File: config.mk
export PLATFORM = sky130hd
export DESIGN_NAME = dct_timer
export DESIGN_NICKNAME = d
export VERILOG_FILES = /design/src/core/dct_pkg.sv /design/src/core/dct_timer.sv /design/src/core/dct_tick_div.sv
export SDC_FILE = /design/constraint.sdc
export NUM_CORES = 1
export LEC_CHECK = 0
export BUFFER_PORTS_ARGS = -buffer_cell sky130_fd_sc_hd__clkbuf_2
export CORE_MARGIN = 4
export CORE_UTILIZATION = 50
export CTS_CLUSTER_SIZE = 10
export DETAILED_ROUTE_END_ITERATION = 12
export PLACE_DENSITY_LB_ADDON = 0.08
export SYNTH_ARGS = -nofsm -noshare
export SYNTH_HDL_FRONTEND = slang
export SYNTH_HIERARCHICAL = 1
export SYNTH_SLANG_ARGS = --single-unit
File: constraint.sdc
create_clock -name mclk -period 2.36 [get_ports mclk]
set_input_delay 0.236 -clock mclk [delete_from_list [all_inputs] [get_ports mclk]]
set_output_delay 0.236 -clock mclk [all_outputs]
set_load 0.01 [all_outputs]
File: src/core/dct_pkg.sv
// shared constants for the divided clock tick timer
package dct_pkg;
   // register indices as printed; byte address is four times the index
   localparam logic [11:0] IDX_FLAGS     = 12'hF00;
   localparam logic [11:0] IDX_ENABLES   = 12'hF10;
   localparam logic [11:0] IDX_COUNT_LO  = 12'hF20;
   localparam logic [11:0] IDX_COUNT_HI  = 12'hF21;
   localparam logic [11:0] IDX_CLEAR     = 12'hF76;
   localparam int          ADDR_W        = 14;

   // field positions
   localparam int BIT_32HZ      = 0;
   localparam int BIT_8HZ       = 1;
   localparam int BIT_2HZ       = 2;
   localparam int BIT_1HZ       = 3;
   localparam int BIT_CNT_CLEAR = 1;
   localparam int BIT_WD_CLEAR  = 0;
   localparam int STAGE_32HZ    = 2;
   localparam int STAGE_8HZ     = 4;
   localparam int STAGE_2HZ     = 6;
   localparam int STAGE_1HZ     = 7;

   // reset values
   localparam logic [3:0] FLAGS_RST   = 4'h0;
   localparam logic [3:0] ENABLES_RST = 4'h0;
   localparam logic [7:0] COUNT_RST   = 8'h00;

   // timing: system clock and counter input tick
   localparam int CLK_HZ      = 100_000_000;
   localparam int TICK_HZ     = 256;
   localparam int TICK_CYCLES = CLK_HZ / TICK_HZ;
   localparam int TICK_W      = 19;
endpackage

File: src/core/dct_timer.sv
// Implementation choice: the APB register port.
`timescale 1ns/1ns
// What this block does
// - eight-bit up-counter stepped by a 256 Hz tick; stages give 128 Hz to 1 Hz
// - events come only from falling edges of 32, 8, 2 and 1 Hz stages
// - each such falling edge sets its flag regardless of the mask
// - flag register: bit3 1 Hz, bit2 2 Hz, bit1 8 Hz, bit0 32 Hz
// - flag register ignores writes; flags are zero after reset
// - reading the flag register clears the flags that were read
// - mask register read/write, same layout, one enables, zero masks
// - all mask bits reset to zero, masked
// - count readable as low nibble (128..16 Hz) and high nibble (8..1 Hz)
// - writes to both count addresses are ignored
// - reset clears all eight counter stages
// - writing one to clear bit 1 zeroes the counter; reads return zero
// - a counter clear may set flags through stage falling edges
module dct_timer #(
   parameter int TICK_CYCLES = dct_pkg::TICK_CYCLES
) (
   input  wire logic        mclk,
   input  wire logic        rst,
   input  wire logic        psel,
   input  wire logic        penable,
   input  wire logic        pwrite,
   input  wire logic [13:0] paddr,
   input  wire logic [31:0] pwdata,
   output logic [31:0]      prdata,
   output logic             pready,
   output logic             pslverr,
   output logic             irq,
   output logic             watchdog_clear_strobe
);
   // apb slave phases
   typedef enum logic [2:0] {
      ST_IDLE   = 3'b001,
      ST_ACCESS = 3'b010,
      ST_DONE   = 3'b100
   } dct_bus_e;

   logic       tick;
   dct_bus_e   state;
   dct_bus_e   next_state;
   logic [7:0] count_stage_bits;
   logic [7:0] next_count;
   logic [3:0] flags;
   logic [3:0] next_flags;
   logic [3:0] enables;
   logic [3:0] next_enables;
   logic [31:0] next_prdata;
   logic       next_pready;
   logic       next_pslverr;
   logic       next_irq;
   logic       next_wd_strobe;
   logic       count_clear_strobe;
   logic [3:0] fall_events;
   logic       rd_flags;
   logic       hit;

   // selects the four interrupting stages in flag bit order
   function automatic logic [3:0] tap_bits(input logic [7:0] c);
      logic [3:0] t;
      t                  = '0;
      t[dct_pkg::BIT_32HZ] = c[dct_pkg::STAGE_32HZ];
      t[dct_pkg::BIT_8HZ]  = c[dct_pkg::STAGE_8HZ];
      t[dct_pkg::BIT_2HZ]  = c[dct_pkg::STAGE_2HZ];
      t[dct_pkg::BIT_1HZ]  = c[dct_pkg::STAGE_1HZ];
      return t;
   endfunction

   // byte address of a printed register index
   function automatic logic [13:0] reg_addr(input logic [11:0] idx);
      return {idx, 2'b00};
   endfunction

   dct_tick_div #(
      .TICK_CYCLES (TICK_CYCLES)
   ) u_div (
      .mclk (mclk),
      .rst  (rst),
      .tick (tick)
   );

   // access is taken in the second bus cycle and answered one cycle later
   wire take    = (state == ST_ACCESS);
   wire wr_take = take && pwrite;
   assign count_clear_strobe = wr_take && (paddr == reg_addr(dct_pkg::IDX_CLEAR))
                               && pwdata[dct_pkg::BIT_CNT_CLEAR];

   // counter: free running on the tick, cleared by software
   always_comb begin
      next_count = count_stage_bits;
      if (count_clear_strobe) begin
         next_count = dct_pkg::COUNT_RST;
      end else if (tick) begin
         next_count = count_stage_bits + 8'h01;
      end
   end

   // falling edges of the tapped stages, including those a clear causes
   assign fall_events = tap_bits(count_stage_bits) & ~tap_bits(next_count);

   // flags set on events, cleared by a read; set beats clear
   assign rd_flags = take && !pwrite && (paddr == reg_addr(dct_pkg::IDX_FLAGS));
   always_comb begin
      next_flags = flags;
      if (rd_flags) begin
         next_flags = flags & ~flags;
      end
      next_flags = next_flags | fall_events;
   end

   // mask register write
   always_comb begin
      next_enables = enables;
      if (wr_take && paddr == reg_addr(dct_pkg::IDX_ENABLES)) begin
         next_enables = pwdata[3:0];
      end
   end

   // interrupt level from flags and masks
   assign next_irq = |(next_flags & next_enables);

   // read mux, decode and answer
   always_comb begin
      next_state   = state;
      next_prdata  = prdata;
      next_pready  = 1'b0;
      next_pslverr = 1'b0;
      hit          = 1'b1;
      next_wd_strobe = 1'b0;
      case (state)
         ST_IDLE: begin
            if (psel && !penable) begin
               next_state = ST_ACCESS;
            end
         end
         ST_ACCESS: begin
            next_state  = ST_DONE;
            next_pready = 1'b1;
            next_prdata = '0;
            if (paddr == reg_addr(dct_pkg::IDX_FLAGS)) begin
               next_prdata[3:0] = flags;
            end else if (paddr == reg_addr(dct_pkg::IDX_ENABLES)) begin
               next_prdata[3:0] = enables;
            end else if (paddr == reg_addr(dct_pkg::IDX_COUNT_LO)) begin
               next_prdata[3:0] = count_stage_bits[3:0];
            end else if (paddr == reg_addr(dct_pkg::IDX_COUNT_HI)) begin
               next_prdata[3:0] = count_stage_bits[7:4];
            end else if (paddr == reg_addr(dct_pkg::IDX_CLEAR)) begin
               next_prdata[3:0] = 4'h0;
               next_wd_strobe   = pwrite && pwdata[dct_pkg::BIT_WD_CLEAR];
            end else begin
               hit = 1'b0;
            end
            next_pslverr = !hit;
         end
         ST_DONE: begin
            next_state = ST_IDLE;
         end
         default: begin
            next_state = ST_IDLE;
         end
      endcase
   end

   // registers
   always_ff @(posedge mclk) begin
      if (rst) begin
         state                 <= ST_IDLE;
         count_stage_bits      <= dct_pkg::COUNT_RST;
         flags                 <= dct_pkg::FLAGS_RST;
         enables               <= dct_pkg::ENABLES_RST;
         prdata                <= 32'h0000_0000;
         pready                <= 1'b0;
         pslverr               <= 1'b0;
         irq                   <= 1'b0;
         watchdog_clear_strobe <= 1'b0;
      end else begin
         state                 <= next_state;
         count_stage_bits      <= next_count;
         flags                 <= next_flags;
         enables               <= next_enables;
         prdata                <= next_prdata;
         pready                <= next_pready;
         pslverr               <= next_pslverr;
         irq                   <= next_irq;
         watchdog_clear_strobe <= next_wd_strobe;
      end
   end
endmodule

File: src/core/dct_tick_div.sv
`timescale 1ns/1ns
// divides the system clock down to a one-cycle 256 Hz enable pulse
module dct_tick_div #(
   parameter int TICK_CYCLES = dct_pkg::TICK_CYCLES
) (
   input  wire logic mclk,
   input  wire logic rst,
   output logic      tick
);
   logic [dct_pkg::TICK_W-1:0] cnt;
   logic [dct_pkg::TICK_W-1:0] next_cnt;
   logic                       next_tick;

   // count up the period, pulse on wrap
   always_comb begin
      next_tick = 1'b0;
      if (cnt == dct_pkg::TICK_W'(TICK_CYCLES - 1)) begin
         next_cnt  = '0;
         next_tick = 1'b1;
      end else begin
         next_cnt = cnt + 1'b1;
      end
   end

   always_ff @(posedge mclk) begin
      if (rst) begin
         cnt  <= '0;
         tick <= 1'b0;
      end else begin
         cnt  <= next_cnt;
         tick <= next_tick;
      end
   end
endmodule

==> flow_summary.json <==
{
  "fillers": 464,
  "p_leak_nw": 1.05,
  "multi_input_area_sq_um": 1350,
  "reg2reg_from": "state[2]$_SDFFE_PP0P_",
  "rsz0062_at_grt": "no",
  "hp-class": "input pin to register",
  "cpPeakStageDelay_ps": 510,
  "port_buffers": 30,
  "clk_latency_ps": 300,
  "finalHoldViolCount": 0,
  "grt_max_degree": 24,
  "start_util_pct": 52.2,
  "core.rowCount": 25,
  "htree_levels": 2,
  "crit_path_end_kind": "register",
  "syn-instance-count": 281,
  "design.die.area_sq_um": 6200,
  "setup-tns-final_ps": 0,
  "grt_pass1_vias": 1797,
  "post_cts_resized": 0,
  "antenna_found_initial": 0,
  "outcome": "completed",
  "grt.total_usage_pct": 16.6,
  "grt_pass1_wl_mm": 8.20,
  "dieWidth_um": 78.7,
  "grt-ovfl-total": 0,
  "r2r_cells": 6,
  "ant_nets": 0,
  "setup_viol": 0,
  "cp.depth": 6,
  "slew_violations": 0,
  "diodes": 0,
  "post_cts_buffers": 0,
  "final_cell_mix": "dfxtp_1, nor2_1, clkbuf_2",
  "core_area_sq_um": 4790,
  "clock_path_buffers": 2,
  "cts.sinks": 47,
  "firstDrtPassIters": 4,
  "synth_top_family_by_area": "simple AND/OR/NAND/NOR gates",
  "tritoncts": "built",
  "critPathLaunchType": "register",
  "fmax_mhz": 498,
  "io_pins": 87,
  "min_from": "penable",
  "die_h_um": 78.7,
  "yosys.area_share.simple_pct": 28.9,
  "netlist_area_sq_um": 2500,
  "cts-hold-fix-buffers": 0,
  "synth_seq_cells": 47,
  "dpl.hpwl_mm": 3.67,
  "nets": 362,
  "worstHoldPathCells": 2,
  "viasPerCell": 5.18,
  "num_vias": 1949,
  "critPathMaxFanout": 3,
  "synth_compound_area_share_pct": 8.01,
  "wl_per_cell_um": 12.9,
  "path_class": "register to register",
  "maxCapViolations": 0,
  "seqCellArea_sq_um": 941,
  "synth_warnings": 6,
  "cts-root-buf": "clkbuf_8",
  "layout_commonest_cell": "dfxtp_1",
  "ir_worst_vdd_uv": 246,
  "yosysUniqueCellTypes": 50,
  "holdPathEnd": "state[1]$_SDFFE_PP0P_",
  "drive_gt1_share_pct": 19.4,
  "synthAdderAreaFrac_pct": 1.50,
  "power.density_nw_per_um2": 559,
  "syn_avg_cell_area_sq_um": 8.90,
  "final_core_util_pct": 56.3,
  "reg2reg_to": "irq$_SDFF_PP0_",
  "crit_buf_inv": 0,
  "first_iter_violations": 106,
  "drc": 0,
  "syn_to_final_growth_pct": 7.76,
  "cts_buffers": 5,
  "ys_seq_area_share_pct": 37.6,
  "drt_wl_total_mm": 4.85,
  "crit_family": "simple AND/OR/NAND/NOR gates",
  "crit_path_top_delay_cell": "or4_1",
  "clock_skew_ps": 9.63,
  "ff2ff_setup_slack_ps": 350,
  "critical_path_required_ps": 2540,
  "min_period_ps": 2010,
  "path_clk_slew_ps": 100,
  "finalWeightedCongestion": 0.830,
  "finalCritPeriodShare_pct": 85.0,
  "arrival_ps": 2180,
  "crit_chain": "nor3b_2 -> nand3_1 -> or4_1 -> a221oi_2 -> a2bb2oi_2 -> o221ai_2",
  "synth_mux_area_share_pct": 4.20,
  "synthXorXnorAreaFrac_pct": 7.36
}
==> per-layer routing <==
metal	GRT usage (%)	vias to the layer above	wire length (um)
met2	28.2	49	2370
met1	19.6	911	2100
li1	-	981	-
met5	0	-	0
met3	4.54	8	277
met4	7.34	0	97
==> final cells by class <==
type                            count  area share, %
Multi-Input combinational cell    214           50.3
Sequential cell                    47           34.9
Timing Repair Buffer               33           6.41
Tap cell                           67           3.11
Clock buffer                        5           2.55
Clock inverter                      3           1.76
Inverter                            7          0.975
==> stage by stage <==
step | hold WS, ps | cells | setup WS [ps] | power (mW) | instance area (sq um)
2_1_floorplan | 314 | 308 | 471 | 0.922 | 2600
3_3_place_gp | 422 | 368 | 272 | 0.915 | 2580
4_1_cts | 88.5 | 376 | 350 | 1.52 | 2690
3_5_place_dp | 426 | 368 | 278 | 0.916 | 2580
5_1_grt | 89.1 | 376 | 192 | 1.57 | 2690
6_report | 97.0 | 376 | 354 | 1.51 | 2690
==> Yosys cell counts, drive strengths merged <==
cell	instances	area, sq um
a211o	1	8.76
a21oi	9	45.0
a221o	1	10.0
a221oi	1	15.0
a2bb2oi	1	15.0
and3	1	6.26
and4	3	27.5
and4b	2	20.0
and4bb	2	25.0
buf	34	258
clkbuf	6	22.5
conb	1	3.75
dfxtp	47	941
ha	3	37.5
inv	7	26.3
mux2	1	15.0
mux2i	9	90.1
nand2	19	71.3
nand2b	1	6.26
nand3	9	57.6
nand4	13	103
nand4b	1	8.76
nand4bb	1	11.3
nor2	38	145
nor2b	7	43.8
nor3	8	51.3
nor3b	1	12.5
nor4	8	50.1
nor4b	2	17.5
o211ai	4	30.0
o21ai	3	15.0
o21bai	1	11.3
o221ai	1	15.0
o22ai	4	25.0
o32a	1	10.0
or2	3	18.8
or3	3	18.8
or4	3	27.5
xnor2	14	123
xor2	7	61.3
==> report_power, final <==
part / internal, mW / switching, mW / total (mW) / leakage, nW
Sequential: 0.798 / 0.00835 / 0.807 / 0.379
Clock: 0.321 / 0.287 / 0.608 / 0.0587
Combinational: 0.0324 / 0.0597 / 0.0921 / 0.611
==> logic make-up (layout without fill, tap and decap cells) <==
group                    count (synthesis)  after routing
flip-flops                              47             47
adder cells (fa/ha/maj)                  3              3
AND/OR/NAND/NOR                        125            125
multiplexers                            10             10
buffers and inverters                   47             48
AO/OA/AOI/OAI                           27             27
other                                    1             28
XOR/XNOR                                21             21
==> how the worst max path moves through the flow <==
stage,start,endpoint
finish,state[2]$_SDFFE_PP0P_,irq$_SDFF_PP0_
detailed placement,paddr[0],irq$_SDFF_PP0_
global placement,paddr[0],irq$_SDFF_PP0_
CTS,state[2]$_SDFFE_PP0P_,irq$_SDFF_PP0_
global route,state[2]$_SDFFE_PP0P_,irq$_SDFF_PP0_
floorplan,paddr[0],irq$_SDFF_PP0_
==> registers in the layout, summed over array words and instances (netlist names) <==
register               flops
pslverr                    1
prdata                     4
enables                    4
pready                     1
state                      3
flags                      4
u_div/tick                 1
watchdog_clear_strobe      1
irq                        1
u_div/cnt                 19
count_stage_bits           8
(Power assumes the default switching activity.)
